`src/rtl/hpe_defs.vh`:
```
// Constants for the plug detector and event status block.
// Included by the top design file of the block; definitions only.
//
// Operation
// Control 00 powers down detector, clears flags
// Invert bit flips raw detect input
// Rising edge debounce 0, 250, 500, 1000 ms
// Falling edge debounce, same codes, reset 500
// Read-only debounced plugged and unplugged bits
// Plug sets bit 6, unplug bit 5
// Modulator overflow sets general bit 7
// Oscillator ready/fault flagged after powerdown cleared
// PLL ready/fault flagged after start set
// Amplifier power sequence done sets bit 0
// Port one overload, error, late, early, noframe
// Port two same five flags
// Stuck bitstream channel sets bit 7
// Overlevel per channel, bits 6 and 5
// Silence pattern per channel, bits 4 and 3
// Rate mismatch or missed header sets bit 2
// Marker found bit 1, decoder on bit 0
// General mask, one masks, resets all ones
// Port and bitstream masks, reset masked
// Interrupt when unmasked flag set; flags sticky
// Synchronise detect input, full interval debounce
`ifndef HPE_DEFS_VH
`define HPE_DEFS_VH

// Register offsets
`define HPE_ADDR_PLUG_CFG    20'hD0000
`define HPE_ADDR_PLUG_STATE  20'hD0001
`define HPE_ADDR_STAT_GEN    20'hF0000
`define HPE_ADDR_STAT_P1     20'hF0001
`define HPE_ADDR_STAT_P2     20'hF0002
`define HPE_ADDR_STAT_BS     20'hF0004
`define HPE_ADDR_MASK_GEN    20'hF0010
`define HPE_ADDR_MASK_P1     20'hF0011
`define HPE_ADDR_MASK_P2     20'hF0012
`define HPE_ADDR_MASK_BS     20'hF0014

// Reset values
`define HPE_RST_PLUG_CFG     8'h04
`define HPE_RST_MASK         8'hFF
`define HPE_RST_MASK_PORT    5'h1F
`define HPE_MASK_P1_RSVD     3'h7
`define HPE_MASK_P2_RSVD     3'h0

// Configuration field positions
`define HPE_CTRL_HI          7
`define HPE_CTRL_LO          6
`define HPE_INV_BIT          5
`define HPE_RISE_HI          4
`define HPE_RISE_LO          3
`define HPE_FALL_HI          2
`define HPE_FALL_LO          1
`define HPE_CTRL_ON          2'h3

// Status field positions
`define HPE_BIT_PLUG         6
`define HPE_BIT_UNPLUG       5

// Debounce times in milliseconds and clock rate in kHz
`define HPE_DBC_T1_MS        250
`define HPE_DBC_T2_MS        500
`define HPE_DBC_T3_MS        1000
`define HPE_CLK_KHZ          40000

`endif

```
`src/rtl/hpe_top.v`:
```
// Plug detector and event status registers behind the control port.
// Assumes the control port logic presents single-cycle read and write
// strobes on CLK; event inputs are single-clock signals from the core,
// only PLUG_SENSE comes from a pin.
`timescale 1ns/1ps
`default_nettype none
`include "hpe_defs.vh"

module hpe_top #(
	parameter CW      = 26,           // Debounce counter width
	parameter T1_CYC  = `HPE_DBC_T1_MS * `HPE_CLK_KHZ, // 250 ms
	parameter T2_CYC  = `HPE_DBC_T2_MS * `HPE_CLK_KHZ, // 500 ms
	parameter T3_CYC  = `HPE_DBC_T3_MS * `HPE_CLK_KHZ  // 1.0 s
) (
	input  wire        CLK,
	input  wire        RSTN,
	input  wire        PLUG_SENSE,
	input  wire [19:0] REG_ADDR,
	input  wire        REG_WR,
	input  wire        REG_RD,
	input  wire [7:0]  REG_WDATA,
	output reg  [7:0]  REG_RDATA,
	output reg         REG_RVALID,
	output reg         IRQ,
	input  wire        OSC_POWERDOWN,
	input  wire        PLL_START,
	input  wire        MOD_OVERFLOW,
	input  wire        OSC_READY,
	input  wire        OSC_FAULT,
	input  wire        PLL_LOCK,
	input  wire        PLL_FAULT,
	input  wire        AMP_SEQ_DONE,
	input  wire        P1_OVERLOAD,
	input  wire        P1_FRAME_LATE,
	input  wire        P1_FRAME_EARLY,
	input  wire        P1_NO_FRAME,
	input  wire        P2_OVERLOAD,
	input  wire        P2_FRAME_LATE,
	input  wire        P2_FRAME_EARLY,
	input  wire        P2_NO_FRAME,
	input  wire        BS_STUCK,
	input  wire        BS_OVERLEVEL_A,
	input  wire        BS_OVERLEVEL_B,
	input  wire        BS_SILENCE_A,
	input  wire        BS_SILENCE_B,
	input  wire        BS_RATE_MISMATCH,
	input  wire        BS_HEADER_MISSED,
	input  wire        BS_MARKER_FOUND,
	input  wire        BS_DECODER_ON
);

	// Interval for a two-bit debounce code
	function [CW-1:0] dbc_cycles;
		input [1:0] code;
		begin
			case (code)
				2'h0:    dbc_cycles = {CW{1'b0}};
				2'h1:    dbc_cycles = T1_CYC[CW-1:0];
				2'h2:    dbc_cycles = T2_CYC[CW-1:0];
				default: dbc_cycles = T3_CYC[CW-1:0];
			endcase
		end
	endfunction

	// Reset release synchroniser
	reg        rst_s1_q;              // First stage
	reg        rst_n_q;               // Released reset for the block

	always @(posedge CLK or negedge RSTN) begin
		if (!RSTN) begin
			rst_s1_q <= 1'b0;
			rst_n_q  <= 1'b0;
		end else begin
			rst_s1_q <= 1'b1;
			rst_n_q  <= rst_s1_q;
		end
	end

	// Plug sense pin synchroniser
	reg        sense_s1_q;            // First stage, read by second only
	reg        sense_s2_q;            // Safe copy of the pin

	always @(posedge CLK or negedge rst_n_q) begin
		if (!rst_n_q) begin
			sense_s1_q <= 1'b0;
			sense_s2_q <= 1'b0;
		end else begin
			sense_s1_q <= PLUG_SENSE;
			sense_s2_q <= sense_s1_q;
		end
	end

	// Software registers
	reg  [7:0] plug_cfg_q;            // Detector configuration
	reg  [7:0] mask_gen_q;            // General group mask
	reg  [4:0] mask_p1_q;             // Port one mask, bits 7:3
	reg  [4:0] mask_p2_q;             // Port two mask, bits 7:3
	reg  [7:0] mask_bs_q;             // Bitstream group mask

	// Decoded configuration fields
	wire [1:0] plug_sense_control;
	wire       plug_sense_invert;
	wire [1:0] plug_sense_rise_debounce;
	wire [1:0] plug_sense_fall_debounce;
	wire       det_on;                // Detector enabled

	assign plug_sense_control       = plug_cfg_q[`HPE_CTRL_HI:`HPE_CTRL_LO];
	assign plug_sense_invert        = plug_cfg_q[`HPE_INV_BIT];
	assign plug_sense_rise_debounce = plug_cfg_q[`HPE_RISE_HI:`HPE_RISE_LO];
	assign plug_sense_fall_debounce = plug_cfg_q[`HPE_FALL_HI:`HPE_FALL_LO];
	// Only code 11 runs; 00 and reserved codes leave it off
	assign det_on = (plug_sense_control == `HPE_CTRL_ON);

	// Register writes; bit 0 of the configuration is reserved
	always @(posedge CLK or negedge rst_n_q) begin
		if (!rst_n_q) begin
			plug_cfg_q <= `HPE_RST_PLUG_CFG;
			mask_gen_q <= `HPE_RST_MASK;
			mask_p1_q  <= `HPE_RST_MASK_PORT;
			mask_p2_q  <= `HPE_RST_MASK_PORT;
			mask_bs_q  <= `HPE_RST_MASK;
		end else if (REG_WR) begin
			case (REG_ADDR)
				`HPE_ADDR_PLUG_CFG: begin
					plug_cfg_q <= {REG_WDATA[7:1], 1'b0};
				end
				`HPE_ADDR_MASK_GEN: begin
					mask_gen_q <= REG_WDATA;
				end
				`HPE_ADDR_MASK_P1: begin
					mask_p1_q <= REG_WDATA[7:3];
				end
				`HPE_ADDR_MASK_P2: begin
					mask_p2_q <= REG_WDATA[7:3];
				end
				`HPE_ADDR_MASK_BS: begin
					mask_bs_q <= REG_WDATA;
				end
				default: begin
					// Other offsets belong elsewhere
				end
			endcase
		end
	end

	// Invert the raw detect level ahead of the debouncer
	wire       sense_adj;             // Detect level after polarity
	assign sense_adj = sense_s2_q ^ plug_sense_invert;

	// Debounced detector
	wire       plug_level;            // Debounced level, high is plugged
	wire       plug_rise;             // Debounced plug-in pulse
	wire       plug_fall;             // Debounced removal pulse

	hpe_debounce #(
		.CW       (CW)
	) u_debounce (
		.clk      (CLK),
		.rst_n    (rst_n_q),
		.enable   (det_on),
		.din      (sense_adj),
		.rise_cyc (dbc_cycles(plug_sense_rise_debounce)),
		.fall_cyc (dbc_cycles(plug_sense_fall_debounce)),
		.level_q  (plug_level),
		.rise_q   (plug_rise),
		.fall_q   (plug_fall)
	);

	// Debounced state bits; both read zero while powered down
	wire       debounced_plugged_state;
	wire       debounced_unplugged_state;
	assign debounced_plugged_state   = det_on & plug_level;
	assign debounced_unplugged_state = det_on & ~plug_level;

	// Read decode and clear-on-read strobes
	wire       rd_gen;                // Reading general status
	wire       rd_p1;                 // Reading port one status
	wire       rd_p2;                 // Reading port two status
	wire       rd_bs;                 // Reading bitstream status
	assign rd_gen = REG_RD & (REG_ADDR == `HPE_ADDR_STAT_GEN);
	assign rd_p1  = REG_RD & (REG_ADDR == `HPE_ADDR_STAT_P1);
	assign rd_p2  = REG_RD & (REG_ADDR == `HPE_ADDR_STAT_P2);
	assign rd_bs  = REG_RD & (REG_ADDR == `HPE_ADDR_STAT_BS);

	// Status group outputs
	wire [7:0] stat_gen;
	wire [7:0] stat_p1;
	wire [7:0] stat_p2;
	wire [7:0] stat_bs;
	wire       pend_gen;
	wire       pend_p1;
	wire       pend_p2;
	wire       pend_bs;

	// General group events
	wire [7:0] set_gen;
	wire [7:0] clr_gen;
	wire [7:0] det_clr;               // Plug flags forced clear when off

	assign set_gen[7] = MOD_OVERFLOW;
	assign set_gen[6] = plug_rise;
	assign set_gen[5] = plug_fall;
	assign set_gen[4] = OSC_READY & ~OSC_POWERDOWN;
	assign set_gen[3] = OSC_FAULT & ~OSC_POWERDOWN;
	assign set_gen[2] = PLL_LOCK & PLL_START;
	assign set_gen[1] = PLL_FAULT & PLL_START;
	assign set_gen[0] = AMP_SEQ_DONE;

	assign det_clr = det_on ? 8'h00 :
		((8'h01 << `HPE_BIT_PLUG) | (8'h01 << `HPE_BIT_UNPLUG));
	assign clr_gen = (rd_gen ? stat_gen : 8'h00) | det_clr;

	hpe_sticky u_stat_gen (
		.clk    (CLK),
		.rst_n  (rst_n_q),
		.set    (set_gen),
		.clr    (clr_gen),
		.mask   (mask_gen_q),
		.stat_q (stat_gen),
		.pend   (pend_gen)
	);

	// Port one flags; bit 6 is late or early
	wire [7:0] set_p1;
	assign set_p1 = {P1_OVERLOAD, P1_FRAME_LATE | P1_FRAME_EARLY,
		P1_FRAME_LATE, P1_FRAME_EARLY, P1_NO_FRAME, 3'h0};

	hpe_sticky u_stat_p1 (
		.clk    (CLK),
		.rst_n  (rst_n_q),
		.set    (set_p1),
		.clr    (rd_p1 ? stat_p1 : 8'h00),
		.mask   ({mask_p1_q, `HPE_MASK_P1_RSVD}),
		.stat_q (stat_p1),
		.pend   (pend_p1)
	);

	// Port two flags at the same positions
	wire [7:0] set_p2;
	assign set_p2 = {P2_OVERLOAD, P2_FRAME_LATE | P2_FRAME_EARLY,
		P2_FRAME_LATE, P2_FRAME_EARLY, P2_NO_FRAME, 3'h0};

	hpe_sticky u_stat_p2 (
		.clk    (CLK),
		.rst_n  (rst_n_q),
		.set    (set_p2),
		.clr    (rd_p2 ? stat_p2 : 8'h00),
		.mask   ({mask_p2_q, 3'h7}),
		.stat_q (stat_p2),
		.pend   (pend_p2)
	);

	// Bitstream checker flags
	wire [7:0] set_bs;
	assign set_bs[7] = BS_STUCK;
	assign set_bs[6] = BS_OVERLEVEL_A;
	assign set_bs[5] = BS_OVERLEVEL_B;
	assign set_bs[4] = BS_SILENCE_A;
	assign set_bs[3] = BS_SILENCE_B;
	assign set_bs[2] = BS_RATE_MISMATCH | BS_HEADER_MISSED;
	assign set_bs[1] = BS_MARKER_FOUND;
	assign set_bs[0] = BS_DECODER_ON;

	hpe_sticky u_stat_bs (
		.clk    (CLK),
		.rst_n  (rst_n_q),
		.set    (set_bs),
		.clr    (rd_bs ? stat_bs : 8'h00),
		.mask   (mask_bs_q),
		.stat_q (stat_bs),
		.pend   (pend_bs)
	);

	// Read data mux; unmapped offsets read zero
	reg  [7:0] rdata_d;

	always @* begin
		case (REG_ADDR)
			`HPE_ADDR_PLUG_CFG:   rdata_d = plug_cfg_q;
			`HPE_ADDR_PLUG_STATE: rdata_d = {1'b0, debounced_plugged_state,
				debounced_unplugged_state, 5'h00};
			`HPE_ADDR_STAT_GEN:   rdata_d = stat_gen;
			`HPE_ADDR_STAT_P1:    rdata_d = stat_p1;
			`HPE_ADDR_STAT_P2:    rdata_d = stat_p2;
			`HPE_ADDR_STAT_BS:    rdata_d = stat_bs;
			`HPE_ADDR_MASK_GEN:   rdata_d = mask_gen_q;
			`HPE_ADDR_MASK_P1:    rdata_d = {mask_p1_q, `HPE_MASK_P1_RSVD};
			`HPE_ADDR_MASK_P2:    rdata_d = {mask_p2_q, `HPE_MASK_P2_RSVD};
			`HPE_ADDR_MASK_BS:    rdata_d = mask_bs_q;
			default:              rdata_d = 8'h00;
		endcase
	end

	// Registered read answer and interrupt line
	always @(posedge CLK or negedge rst_n_q) begin
		if (!rst_n_q) begin
			REG_RDATA  <= 8'h00;
			REG_RVALID <= 1'b0;
			IRQ        <= 1'b0;
		end else begin
			REG_RVALID <= REG_RD;
			if (REG_RD)
				REG_RDATA <= rdata_d;
			IRQ <= pend_gen | pend_p1 | pend_p2 | pend_bs;
		end
	end

endmodule // hpe_top

`default_nettype wire

```
`src/rtl/hpe_debounce.v`:
```
// Edge-dependent debouncer for the synchronised plug detect level.
// Assumes a clean single-clock input and interval counts from the parent.
`timescale 1ns/1ps
`default_nettype none

module hpe_debounce #(
	parameter CW = 26                 // Counter width
) (
	input  wire          clk,
	input  wire          rst_n,
	input  wire          enable,
	input  wire          din,
	input  wire [CW-1:0] rise_cyc,
	input  wire [CW-1:0] fall_cyc,
	output reg           level_q,
	output reg           rise_q,
	output reg           fall_q
);

	reg  [CW-1:0] cnt_q;              // Cycles the new level has held
	wire [CW-1:0] target;             // Interval for the pending edge

	// Pick interval by direction of the pending change
	assign target = din ? rise_cyc : fall_cyc; // see R3

	// Count a stable differing level; commit only after full interval
	always @(posedge clk or negedge rst_n) begin
		if (!rst_n) begin
			cnt_q   <= {CW{1'b0}};
			level_q <= 1'b0;
			rise_q  <= 1'b0;
			fall_q  <= 1'b0;
		end else if (!enable) begin
			// Powered down: no state, no events
			cnt_q   <= {CW{1'b0}};
			level_q <= 1'b0;
			rise_q  <= 1'b0;
			fall_q  <= 1'b0;
		end else if (din == level_q) begin
			// Bounce back restarts the interval
			cnt_q  <= {CW{1'b0}};
			rise_q <= 1'b0;
			fall_q <= 1'b0;
		end else if (cnt_q >= target) begin
			// Interval elapsed: take the new level
			cnt_q   <= {CW{1'b0}};
			level_q <= din;
			rise_q  <= din;
			fall_q  <= ~din;
		end else begin
			cnt_q  <= cnt_q + {{(CW-1){1'b0}}, 1'b1};
			rise_q <= 1'b0;
			fall_q <= 1'b0;
		end
	end

endmodule // hpe_debounce

`default_nettype wire

```
`src/rtl/hpe_sticky.v`:
```
// One group of eight sticky event flags with a mask.
// Assumes set and clear vectors come from the same clock domain.
`timescale 1ns/1ps
`default_nettype none

module hpe_sticky (
	input  wire       clk,
	input  wire       rst_n,
	input  wire [7:0] set,
	input  wire [7:0] clr,
	input  wire [7:0] mask,
	output reg  [7:0] stat_q,
	output wire       pend
);

	// Latch events; a set in the clearing cycle survives
	always @(posedge clk or negedge rst_n) begin
		if (!rst_n)
			stat_q <= 8'h00;
		else
			stat_q <= (stat_q & ~clr) | set;
	end

	// Any flag whose mask bit is zero is pending
	assign pend = |(stat_q & ~mask); // see R18

endmodule // hpe_sticky

`default_nettype wire

```
`config.mk`:
```
export PLATFORM = sky130hd
export DESIGN_NAME = hpe_top
export DESIGN_NICKNAME = d
export VERILOG_FILES = /design/src/rtl/hpe_top.v /design/src/rtl/hpe_debounce.v /design/src/rtl/hpe_sticky.v
export VERILOG_INCLUDE_DIRS = /design/src /design/src/rtl
export SDC_FILE = /design/constraint.sdc
export NUM_CORES = 1
export LEC_CHECK = 0
export BUFFER_PORTS_ARGS = -buffer_cell sky130_fd_sc_hd__clkbuf_2
export CAP_MARGIN = 15
export CORE_MARGIN = 2
export CORE_UTILIZATION = 53
export DETAILED_ROUTE_END_ITERATION = 8
export PLACE_DENSITY = 0.77
export SYNTH_ARGS = -nofsm -noshare
export SYNTH_HDL_FRONTEND = slang
export SYNTH_SLANG_ARGS = --single-unit
```
`constraint.sdc`:
```
create_clock -name CLK -period 3.2 [get_ports CLK]
set_input_delay 0.32 -clock CLK [delete_from_list [all_inputs] [get_ports CLK]]
set_output_delay 0.32 -clock CLK [all_outputs]
set_load 0.02 [all_outputs]
```
---- Word-level counts from Yosys, hierarchy flattened ----
Cells that the tools add are included.
W data, S select, Z words.
storage, ports and cells
  register bits ........................... 108
  output and inout port bits .............. 10
operators by class
  add/sub/neg operators ................... 1
  order comparisons ....................... 1
  equal/unequal tests ..................... 18
  muxes and demuxes ....................... 21
  bitwise gates (word level) .............. 41
  reductions and logical operators ........ 12
operator list
  kind                     count
  $eq A20 B20 Y1 const B   10
  $pmux W26 S3             2
  $mux W26                 4
  $pmux W8 S10             1
  $and A8 B8 Y8            8
  $not A8 Y8               8
  $mux W8                  4
  $or A8 B8 Y8             4
  $reduce_or A8 Y1         4
  $add A26 B1 Y26 const B  1
  $ge A26 B26 Y1           1
  $reduce_and A2 Y1        6
  $and A1 B1 Y1            10
  $mux W1                  9
  $or A8 B7 Y8             1
  $mux W7                  1
  $eq A2 B2 Y1 const B     3
  $or A1 B1 Y1             6
  $eq A2 B1 Y1 const B     2
  $logic_not A2 Y1         2
  $not A1 Y1               3
  $ne A2 B1 Y1 const B     1
  $ne A2 B2 Y1 const B     1
  $eq A1 B1 Y1             1
  $xor A1 B1 Y1            1

---- Depth between registers and ports, before layout ----
Gate-level depths: netlist of run 1.
  depth after elaboration ................. 7
  mapped depth ............................ 14
  depth with buffers taken out ............ 12

---- By module ----
From an unflattened synthesis of run 1, not the netlist that was laid out.
second synthesis, totals
  cells, all modules ...................... 626
  area total of the unflattened synthesis .. 6431.2 um^2
modules (own cells, without submodules)
  module        instances  cells an instance  area an instance (um^2)
  hpe_top       1          278                2935.3
  hpe_debounce  1          232                2204.6
  hpe_sticky    4          29                 322.8

---- Least setup slack after synthesis of run 1 ----
OpenSTA, ideal clock, no wires.
  kind .................................... register -> register
  from .................................... reg sense_s2_q
  to ...................................... reg u_debounce.cnt_q[17]
  library setup time ...................... 0.086 ns
  arrival time ............................ 2.924 ns
  required time ........................... 3.114 ns
  slack ................................... 0.190 ns
  stages on the path, launching flop included .. 15
  buffers on the path ..................... 3
  period minus slack after synthesis ...... 3.010 ns
  cell sequence ........................... dfrtp_1 > xor2_2 > buf_4 > mux2i_1 > inv_1 > ha_1 > nor4b_1 > a221oi_1 > nor2b_1 > o31a_1 > a31oi_1 > o31ai_2 > buf_6 > buf_6 > nor3_1
between the ends
  longest elaborated chain between the ends .. 6
  elaborated cells on any way between the ends .. 7
  classes of those cells .................. order compare: 1; eq/ne: 1; mux: 4; bitwise: 1
ends and longest elaborated chain
  element                 line               source
  start, declared         hpe_top.v:81       reg sense_s2_q;
  start signal, assigned  hpe_top.v:89       sense_s2_q <= sense_s1_q;
  $xor A1 B1 Y1 (*)       hpe_top.v:148      assign sense_adj = sense_s2_q ^ plug_sense_invert;
  $mux W26                hpe_debounce.v:24  assign target = din ? rise_cyc : fall_cyc;
  $ge A26 B26 Y1          hpe_debounce.v:44  end else if (cnt_q >= target) begin
  $mux W26                hpe_debounce.v:44
  $mux W26 (*)            hpe_debounce.v:39  end else if (din == level_q) begin
  $mux W26 (*)            hpe_debounce.v:33  end else if (!enable) begin
  end signal, assigned    hpe_debounce.v:35  cnt_q <= {CW{1'b0}};
  end signal, assigned    hpe_debounce.v:41  cnt_q <= {CW{1'b0}};
  end signal, assigned    hpe_debounce.v:46  cnt_q <= {CW{1'b0}};
  end, declared           hpe_debounce.v:20  reg [CW-1:0] cnt_q;
Every way passes the cells marked *; elsewhere a longest branch is shown, timed or not.
A chain may end at the register's enable or synchronous reset.

---- Final worst setup path of run 1 ----
  from .................................... reg sense_s2_q
  to ...................................... reg u_debounce.cnt_q[21]
Same word-level chain as after synthesis.

==> impl_metrics.csv, run 1 <==
group,metric,value,unit
outcome,status,"finished, final reports clean",
synthesis,synth_cell_types,57,
placed_design,place_congestion,1.02,
clocking,clk-insertion-delay-late,0.38,ns
critical_path,r2r_start,"sense_s2_q",
global_routing,antenna_found_initial,0,
job,cap_violations,0,
synthesis,syn_area_per_cell,10.8,sq um
clocking,clkSinkCount,108,
timing,fmax,0.331,GHz
synthesis,synthXorXnorAreaFrac,4.49,%
die,io_pins,68,
critical_path,cp_top_family,"compound AO/OA/AOI/OAI gates",
finish,syn2layout_area_growth,15.4,%
critical_path,path_cells,"xor2_2 > mux2i_1 > ha_1 > nor4bb_1 > a221oi_1 > nor2b_1 > o31a_1 > a31oi_2 > o31ai_4 > buf_4 > nor3_1",
critical_path,required,3.48,ns
synthesis,yosysWarnings,0,
finish,final_common_cell,"dfrtp_1",
global_routing,grt_pass1_vias,4416,
clocking,cts_tree,"built",
die,die_h,107,um
synthesis,synthArstFlopShare,100,%
synthesis,synth_area_leaders,"dfrtp_1 (36%), dfstp_2 (13%), mux2_2 (6.8%), ha_1 (6.2%), inv_1 (3.5%)",
pwr,p_per_area,354,mW/mm^2
drt,drt_iter0_drc,297,
critical_path,cp-start-kind,"flip-flop",
finish,final_cell_mix,"dfrtp_1 (78), clkbuf_2 (67), inv_1 (52), mux2_2 (34)",
synthesis,synth_top_area_cell,"dfrtp_1",
die,rows,37,
clocking,clk_pin_slew,0.10,ns
critical_path,reg2regPathDepth,11,
finish,diodes,0,
drt,avgRoutedWirePerCell,18.7,um
timing,fin_tns_setup,0,ns
clocking,cts.path.max_buffers,2,
critical_path,critPathBufInv,1,
synthesis,synth_top_cell_area_share,36.0,%
pwr,p_total,0.00230,W
hold_path,hold_depth,1,
timing,grt_setup_unrepaired,"no",
timing,min_period,3.02,ns
finish,fill_cells,855,
synthesis,synthFlopType,"dfrtp_1",
die,core,0.0103,sq mm
hold_path,min_to,"sense_s1_q",
timing,fin_crit_sh,94.3,%
critical_path,worst_setup_path_end_kind,"flip-flop",
drt,firstDrtPassIters,6,
drt,ant_nets,0,
drt,drc,0,
die,start_util,54.5,%
synthesis,synth_compound_gate_area_share,14.0,%
finish,fin_nets,698,
hold_path,hp-class,"in -> reg",
global_routing,grt_max_degree,80,
synthesis,syn_area,0.00563,sq mm
drt,viasPerCell,5.86,
synthesis,synthSimpleGateAreaFrac,13.6,%
clocking,cts_max_level,3,
global_routing,grt_first_pass_wirelength,22700,um
pwr,leakagePower,2.95,nW
critical_path,crit_arrival,3.30,ns
hold_path,min_from,"PLUG_SENSE",
die,die-area,0.0115,sq mm
synthesis,synth_top_family_by_area,"compound AO/OA/AOI/OAI gates",
timing,slew_headroom,34.2,%
synthesis,synth_nets,608,
drt,wirelength,14100,um
timing,setup_viol,0,
clocking,cts_root_buffer,"clkbuf_8",
critical_path,reg2reg_to,"u_debounce.cnt_q[21]",
drt,via_count,4415,
clocking,cts_buffers,9,
die,die_w,107,um
placed_design,dp_hpwl,10500,um
timing,worst_slew_pin_slew,0.988,ns
timing,final-max-slew-violation-count,0,
timing,hold_slack,0.0405,ns
pwr,ir_drop,389,uV
synthesis,synth_enable_flop_cells,0,
global_routing,grtUsageTotal,25.8,%
finish,layout-drive-gt1-share,29.2,%
critical_path,slowest_stage,"dfrtp_1",
timing,finalClockSkew,0.00816,ns
synthesis,synth-seq-cells,108,
critical_path,worstPathMaxFanout,6,
synthesis,ys_seq_area_share,48.6,%
timing,hold_viol,0,
synthesis,synth_cells,522,
critical_path,path_class,"reg -> reg",
placed_design,port_buffers,67,
synthesis,synthAdderAreaFrac,6.22,%
critical_path,rrSetupSlack,0.18,ns
critical_path,max_stage_delay,0.41,ns
global_routing,grt.overflow.total,0,
synthesis,muxShareOfSynthArea,8.49,%
==> layer usage <==
layer / global-route usage, % / up-vias / share of wire [%]
li1: - / 2070 / -
met1: 33.0 / 2149 / 42
met2: 42.8 / 172 / 49
met3: 6.20 / 24 / 6.6
met4: 9.18 / 0 / 2.3
met5: 0 / - / 0
==> worst max-delay path by stage <==
stage             startpoint                    to  slack [ns]  depth (start not counted)
2_1_floorplan        rst_n_q                   IRQ        0.02                          0
3_3_place_gp      sense_s2_q     u_debounce.fall_q       -0.13                          8
3_5_place_dp      sense_s2_q     u_debounce.rise_q       -0.27                          8
4_1_cts        plug_cfg_q[2]     u_debounce.rise_q      -0.007                         12
5_1_grt        plug_cfg_q[5]  u_debounce.cnt_q[21]       0.001                         11
6_report          sense_s2_q  u_debounce.cnt_q[21]        0.18                         11
==> report_power, final <==
part / switching, W / internal (W) / leakage, nW
clock: 0.000496 / 0.000345 / 0.105
combinational: 0.0000388 / 0.0000348 / 1.58
sequential: 0.0000194 / 0.00137 / 1.26
==> cells by family after synthesis <==
kind of cell    after synthesis
flops                       108
compound gates              105
other cells                   1
fa+ha+maj                    28
xor+xnor                     28
buf+inv                      63
simple gates                146
mux                          43
==> synth_stat cells, types with 7 or more instances <==
| cell | n |
|---|---|
| and3_1 | 11 |
| nand4_1 | 10 |
| a21o_1 | 22 |
| nor3_1 | 31 |
| clkbuf_1 | 7 |
| a22oi_1 | 13 |
| a21oi_1 | 8 |
| nand2_1 | 31 |
| inv_1 | 52 |
| o22ai_1 | 16 |
| dfrtp_1 | 81 |
| dfstp_2 | 27 |
| nor2_1 | 23 |
| xor2_1 | 15 |
| mux2i_1 | 8 |
| mux2_2 | 34 |
| and2_1 | 9 |
| xnor2_1 | 12 |
| ha_1 | 28 |
| a221oi_1 | 7 |
| nand3_1 | 11 |
==> final cells by class <==
cell class	instances	area [sq um]	share of cell area (%)
clock inverters	6	51.3	0.790
inverters	52	195	3.00
clock buffers	10	149	2.29
multi-input cells	352	2670	41.2
well taps	136	170	2.62
flip-flops and latches	108	2740	42.2
repair buffers	89	515	7.93
==> repair_timing <==
item,CTS,global route
buffers inserted,0,3
resized for setup,1,3
hold buffers,1,0
gates cloned,1,0
hold endpoints to repair,2,0
endpoints found under the setup margin,29,29
pin swaps,1,2
==> registers in the layout, indices dropped and copies added, names as in the netlist <==
register	count
IRQ	1
REG_RDATA	8
REG_RVALID	1
mask_bs_q	8
mask_gen_q	8
mask_p1_q	5
mask_p2_q	5
plug_cfg_q	7
rst_n_q	1
rst_s1_q	1
sense_s1_q	1
sense_s2_q	1
u_debounce.cnt_q	26
u_debounce.fall_q	1
u_debounce.level_q	1
u_debounce.rise_q	1
u_stat_bs.stat_q	8
u_stat_gen.stat_q	8
u_stat_p1.stat_q	8
u_stat_p2.stat_q	8
==> per-stage QoR <==
step	utilization (%)	std cells	setup slack (ns)	cell area [sq um]
global placement	60.3	732	-0.133	6220
floorplan	-	522	0.0158	5630
CTS	62.5	750	-0.00745	6450
detailed placement	60.3	732	-0.269	6220
global route	62.9	753	0.00100	6500
finish	62.9	753	0.182	6500
(Power assumes the default switching activity.)
==> inputs of run 2 (changes only) <==
- ABC_AREA: not set -> 1
- PLACE_DENSITY: 0.77 -> 0.87
==> impl_metrics.csv, run 2 <==
group,metric,value,unit
outcome,status,"finished, final reports clean",
finish,final_common_cell,"nand2_1",
finish,final_cell_mix,"nand2_1 (131), inv_1 (113), dfrtp_1 (80), nor2_1 (75), clkbuf_2 (67)",
drt,drc,0,
global_routing,grtUsageTotal,24.5,%
critical_path,required,3.49,ns
timing,fin_crit_sh,88.7,%
drt,firstDrtPassIters,6,
die,die_h,111,um
clocking,cts_root_buffer,"clkbuf_16",
die,io_pins,68,
finish,syn2layout_area_growth,13.2,%
critical_path,path_class,"reg -> reg",
placed_design,preCtsSetupSlack,0.352,ns
synthesis,synth_cell_types,44,
drt,drt_iter0_drc,386,
finish,fin_nets,899,
timing,min_period,2.84,ns
timing,fin_tns_setup,0,ns
synthesis,synth_cells,738,
placed_design,place_congestion,0.911,
die,die-area,0.0123,sq mm
clocking,cts_resized,0,
critical_path,cp_top_family,"simple AND/OR/NAND/NOR gates",
pwr,ir_drop,411,uV
critical_path,worst_setup_path_end_kind,"flip-flop",
synthesis,synth.most_common_cell,"nand2_1",
timing,grt_setup_unrepaired,"no",
job,cap_violations,0,
synthesis,synth-seq-cells,108,
timing,finalClockSkew,0.0122,ns
finish,diodes,0,
critical_path,slowest_stage,"dfrtp_1",
timing,slew_headroom,36.9,%
clocking,clkSinkCount,108,
synthesis,synth_top_area_cell,"dfrtp_1",
clocking,cts_max_level,3,
timing,final-max-slew-violation-count,0,
synthesis,synthArstFlopShare,100,%
synthesis,synth_enable_flop_cells,0,
synthesis,yosysWarnings,0,
finish,layout-drive-gt1-share,19.8,%
drt,ant_nets,0,
global_routing,grt.overflow.total,0,
timing,setup_ws,0.363,ns
hold_path,hp-class,"in -> reg",
clocking,cts_buffers,9,
timing,hold_viol,0,
placed_design,port_buffers,67,
critical_path,critPathBufInv,3,
timing,fmax,0.353,GHz
synthesis,synth_nets,824,
synthesis,synth_top_cell_area_share,33.5,%
drt,avgRoutedWirePerCell,15.1,um
finish,registers.top_by_ff_count,"u_debounce.cnt_q",
finish,largest_reg_flops,26,
die,die_w,111,um
clocking,clk_pin_slew,0.07,ns
critical_path,crit_arrival,3.12,ns
critical_path,worstPathMaxFanout,22,
synthesis,syn_area,0.00606,sq mm
timing,setup_viol,0,
synthesis,synth_area_leaders,"dfrtp_1 (33%), dfstp_2 (12%), nand2_1 (8.1%), inv_1 (7.0%), ha_1 (5.8%)",
pwr,leakagePower,3.18,nW
placed_design,dp_hpwl,11200,um
synthesis,synthFlopType,"dfrtp_1",
global_routing,grt_pass1_vias,5194,
critical_path,crit_top_cell,"nand2_1",
synthesis,ys_seq_area_share,45.2,%
timing,worst_slew_pin_slew,0.946,ns
synthesis,ys_top_cells_by_count,"nand2_1 (131), inv_1 (113), dfrtp_1 (81)",
clocking,clk-insertion-delay-late,0.37,ns
clocking,cts_tree,"built",
pwr,p_per_area,378,mW/mm^2
die,start_util,53.8,%
global_routing,grt_first_pass_wirelength,24100,um
drt,via_count,5294,
critical_path,cp-start-kind,"flip-flop",
critical_path,max_stage_delay,0.44,ns
global_routing,grt_max_degree,78,
synthesis,syn_area_per_cell,8.21,sq um
die,rows,39,
clocking,cts.path.max_buffers,2,
global_routing,antenna_found_initial,0,
drt,viasPerCell,5.51,
drt,wirelength,14500,um
critical_path,path_cells,"inv_1 > ha_1 > or2_2 > o21ai_0 > buf_4 > ha_1 > nand2_1 > inv_1 > o21ai_0 > nand2_1 > nand4_1 > nand2_1 > a21oi_1 > and2_4 > nand3_4 > nor2_2",
die,core,0.0113,sq mm
==> run 2: changes by cell type after synthesis, moves of 11 or more <==
cell and delta:
mux2_2 -34, and3_1 -11, a21o_1 -22, a22oi_1 -13
nand3_1 +34, inv_1 +61, o22ai_1 +19, nor3_1 -23
nor2_1 +52, o21ai_0 +51, nor2_2 +24, o21bai_1 +17
nand2_1 +100
==> run 2: final timing paths <==
check | from | to | slack (ns) | cells after the start
max in group asynchronous | rst_n_q | u_debounce.cnt_q[18] | 1.90 | 1
hold reg to reg | rst_s1_q | rst_n_q | 0.36 | 0
hold / removal | PLUG_SENSE | sense_s1_q | 0.07 | 1
setup / recovery | plug_cfg_q[4] | u_debounce.cnt_q[12] | 0.36 | 16
setup reg to reg | plug_cfg_q[4] | u_debounce.cnt_q[12] | 0.36 | 16
min in group asynchronous | RSTN | rst_n_q | 0.27 | 2
==> run 2: routing by layer <==
metal | GRT usage (%) | wire length, um | up-vias | part of all wire, %
li1 | - | - | 2563 | -
met1 | 29.5 | 5870 | 2496 | 40
met2 | 42.5 | 7300 | 187 | 50
met3 | 5.25 | 793 | 48 | 5.5
met4 | 10.6 | 572 | 0 | 3.9
met5 | 0 | 0 | - | 0
==> run 2: timing repair <==
action,CTS,global route
hold buffers,1,0
hold endpoints to repair,2,0
buffers inserted,0,0
==> run 2: cells by family (layout without fill, tap and decap cells) <==
| group | count (synthesis) | count (layout) | synth area share, % |
|---|---|---|---|
| AND/OR/NAND/NOR | 330 | 330 | 25.7 |
| adder cells (fa/ha/maj) | 28 | 28 | 5.78 |
| AO/OA/AOI/OAI | 130 | 130 | 12.9 |
| XOR/XNOR | 15 | 15 | 2.17 |
| buffers and inverters | 124 | 204 | 7.95 |
| other | 1 | 1 | 0.0619 |
| multiplexers | 2 | 2 | 0.330 |
| flip-flops | 108 | 108 | 45.2 |
==> run 2: area by class of cell <==
cell class / count / area, sq um
fillers: 963 / 4410
multi-input cells: 506 / 2840
flip-flops and latches: 108 / 2740
inverters: 116 / 435
repair buffers: 72 / 375
clock buffers: 10 / 229
well taps: 143 / 179
clock inverters: 6 / 60.1
==> run 2: report_power, final <==
group          switching, W  internal (W)  total (W)
logic             0.0000689     0.0000495   0.000118
registers         0.0000188       0.00137    0.00139
clock network      0.000545      0.000545    0.00109
total              0.000633       0.00196    0.00260
==> run 2: per-stage QoR <==
stage | std cells | power [W] | utilization, % | cell area, sq um | hold slack (ns)
after floorplan | 738 | 0.00147 | - | 6060 | 0.0244
after global placement | 944 | 0.00153 | 58.2 | 6560 | 0.106
after detailed placement | 944 | 0.00153 | 58.2 | 6560 | 0.110
after CTS | 961 | 0.00261 | 60.9 | 6860 | 0.0593
after global routing | 961 | 0.00268 | 60.9 | 6860 | 0.0641
final | 961 | 0.00260 | 60.9 | 6860 | 0.0661
==> inputs of run 3 (changes only) <==
- BUFFER_PORTS_ARGS: -buffer_cell sky130_fd_sc_hd__clkbuf_2 -> -buffer_cell sky130_fd_sc_hd__buf_2
- RECOVER_POWER: not set -> 50
- SLEW_MARGIN: not set -> 20
==> impl_metrics.csv, run 3 (synthesis results as in run 2) <==
group,metric,value,unit
die,rows,39,
critical_path,startpoint,"plug_cfg_q[4]",
timing,finalClockSkew,0.0103,ns
timing,setup_viol,0,
clocking,clk_pin_slew,0.08,ns
hold_path,hp-class,"in -> reg",
critical_path,slowest_stage,"dfrtp_1",
critical_path,crit_top_cell,"nand2_1",
critical_path,cp.depth,15,
finish,largest_reg_flops,26,
clocking,cts_root_buffer,"clkbuf_16",
timing,final-max-slew-violation-count,63,
drt,viasPerCell,5.60,
global_routing,grt_util_met1,30.2,%
drt,wirelength,15300,um
critical_path,required,3.49,ns
outcome,status,"complete, but fails checks",
global_routing,met2_usage,44.7,%
critical_path,path_cells,"inv_1 > ha_1 > or2_2 > o21ai_1 > ha_1 > nand2_1 > inv_1 > o21ai_0 > nand2_1 > nand4_1 > nand2_1 > a21oi_1 > and2_4 > nand3_2 > nor2_2",
clocking,clk-insertion-delay-late,0.36,ns
timing,slew_headroom,-66.3,%
clocking,cts_buffers,9,
job,cap_violations,1,
drt,firstDrtPassIters,5,
critical_path,worstPathMaxFanout,11,
critical_path,worst_setup_path_end_kind,"flip-flop",
finish,syn2layout_area_growth,13.5,%
die,die-area,0.0123,sq mm
pwr,pwr-share-seq,51.0,%
critical_path,max_stage_delay,0.44,ns
clocking,clkSinkCount,108,
outcome,violations,"capacitance limit, slew limit",
timing,worst_slew_pin_slew,2.49,ns
timing,grt_setup_unrepaired,"no",
pwr,switching_share,24.4,%
drt,ant_nets,0,
clocking,cts_tree,"built",
timing,fin_crit_sh,92.0,%
drt,drt_iter0_drc,541,
finish,diodes,0,
pwr,leakagePower,3.14,nW
timing,fin_tns_setup,0,ns
timing,min_period,2.94,ns
critical_path,critPathCapture,"u_debounce.cnt_q[22]",
global_routing,grt_pass1_vias,5440,
critical_path,cp_top_family,"simple AND/OR/NAND/NOR gates",
global_routing,grt.overflow.total,0,
pwr,combPwrFrac,4.5,%
pwr,power.switching,0.000662,W
pwr,p_per_area,395,mW/mm^2
finish,fin_nets,897,
die,core,0.0113,sq mm
clocking,cts_max_level,3,
finish,final_cell_mix,"nand2_1 (131), inv_1 (113), dfrtp_1 (81), nor2_1 (75), o21ai_0 (56)",
finish,registers.top_by_ff_count,"u_debounce.cnt_q",
die,die_w,111,um
finish,final_common_cell,"nand2_1",
global_routing,met3_usage,5.85,%
critical_path,reg2reg_to,"u_debounce.cnt_q[22]",
die,io_pins,68,
clocking,postCtsSetupBuffers,0,
pwr,p_total,0.00272,W
drt,via_count,5372,
global_routing,antenna_found_initial,0,
critical_path,rrSetupSlack,0.26,ns
critical_path,cp-start-kind,"flip-flop",
finish,layout-drive-gt1-share,18.1,%
critical_path,critPathBufInv,2,
drt,avgRoutedWirePerCell,16.0,um
critical_path,crit_arrival,3.23,ns
pwr,p_clk_share,44.6,%
pwr,p_int,0.00205,W
global_routing,grt-busiest-layer,"met2",
placed_design,dp_hpwl,11300,um
timing,hold_viol,0,
clocking,cts.path.max_buffers,2,
placed_design,port_buffers,67,
timing,fmax,0.340,GHz
critical_path,reg2regPathDepth,15,
critical_path,r2r_start,"plug_cfg_q[4]",
die,start_util,53.8,%
placed_design,place_congestion,0.918,
global_routing,grtUsageTotal,25.8,%
critical_path,path_class,"reg -> reg",
die,die_h,111,um
global_routing,grt_first_pass_wirelength,25400,um
drt,drc,0,
pwr,ir_drop,586,uV
global_routing,grt_max_degree,64,
==> run 3: worst register-to-register path: cells and delay by family (launching register included) <==
family / cells / cell delay, ns
compound gates: 3 / 0.51
fa+ha+maj: 2 / 0.51
buf+inv: 2 / 0.15
simple gates: 8 / 1.26
flops: 1 / 0.44
==> run 3: final cells by class <==
cell class                 instances  area, sq um
fill                             953         4390
clock buffer                       9          225
inverter                         116          435
timing repair buffer              69          350
sequential                       108         2740
multi-input combinational        507         2850
clock inverter                     7          103
tap                              143          179
==> run 3: power by group through the flow <==
| stage | Sequential (W) | Clock (W) | Combinational (W) |
|---|---|---|---|
| 2_1_floorplan | 0.00141 | 0 | 0.0000527 |
| 3_3_place_gp | 0.00141 | 0 | 0.000118 |
| 3_5_place_dp | 0.00141 | 0 | 0.000119 |
| 4_1_cts | 0.00139 | 0.00122 | 0.000121 |
| 5_1_grt | 0.00139 | 0.00127 | 0.000138 |
| 6_report | 0.00138 | 0.00121 | 0.000121 |
==> run 3: what timing repair did <==
action | CTS | global route
hold buffers | 1 | 0
resized for setup | 0 | 1
endpoints found under the hold margin | 2 | 0
endpoints found under the setup margin | 0 | 22
==> run 3: worst min-delay path by stage <==
stage                    start          to  slack [ns]  depth (start not counted)
finish              PLUG_SENSE  sense_s1_q        0.07                          1
global route        PLUG_SENSE  sense_s1_q        0.06                          1
CTS                 PLUG_SENSE  sense_s1_q        0.06                          1
detailed placement        RSTN    rst_s1_q        0.11                          1
global placement          RSTN    rst_s1_q        0.11                          1
floorplan                 RSTN     rst_n_q        0.02                          0
==> run 3: layer usage <==
layer | vias to the layer above | share of wire [%]
li1 | 2568 | -
met1 | 2525 | 41
met2 | 223 | 50
met3 | 56 | 5.0
met4 | 0 | 4.2
met5 | - | 0
==> run 3: through the flow <==
stage / util [%] / instances / worst slack, ns / hold WS [ns] / instance area [sq um]
after floorplan: - / 738 / 0.0158 / 0.0244 / 6060
after global placement: 58.1 / 941 / 0.326 / 0.106 / 6550
after detailed placement: 58.1 / 941 / 0.172 / 0.107 / 6550
after CTS: 61.1 / 958 / 0.154 / 0.0643 / 6890
after global routing: 61.0 / 959 / 0.0201 / 0.0604 / 6880
final: 61.0 / 959 / 0.257 / 0.0683 / 6880
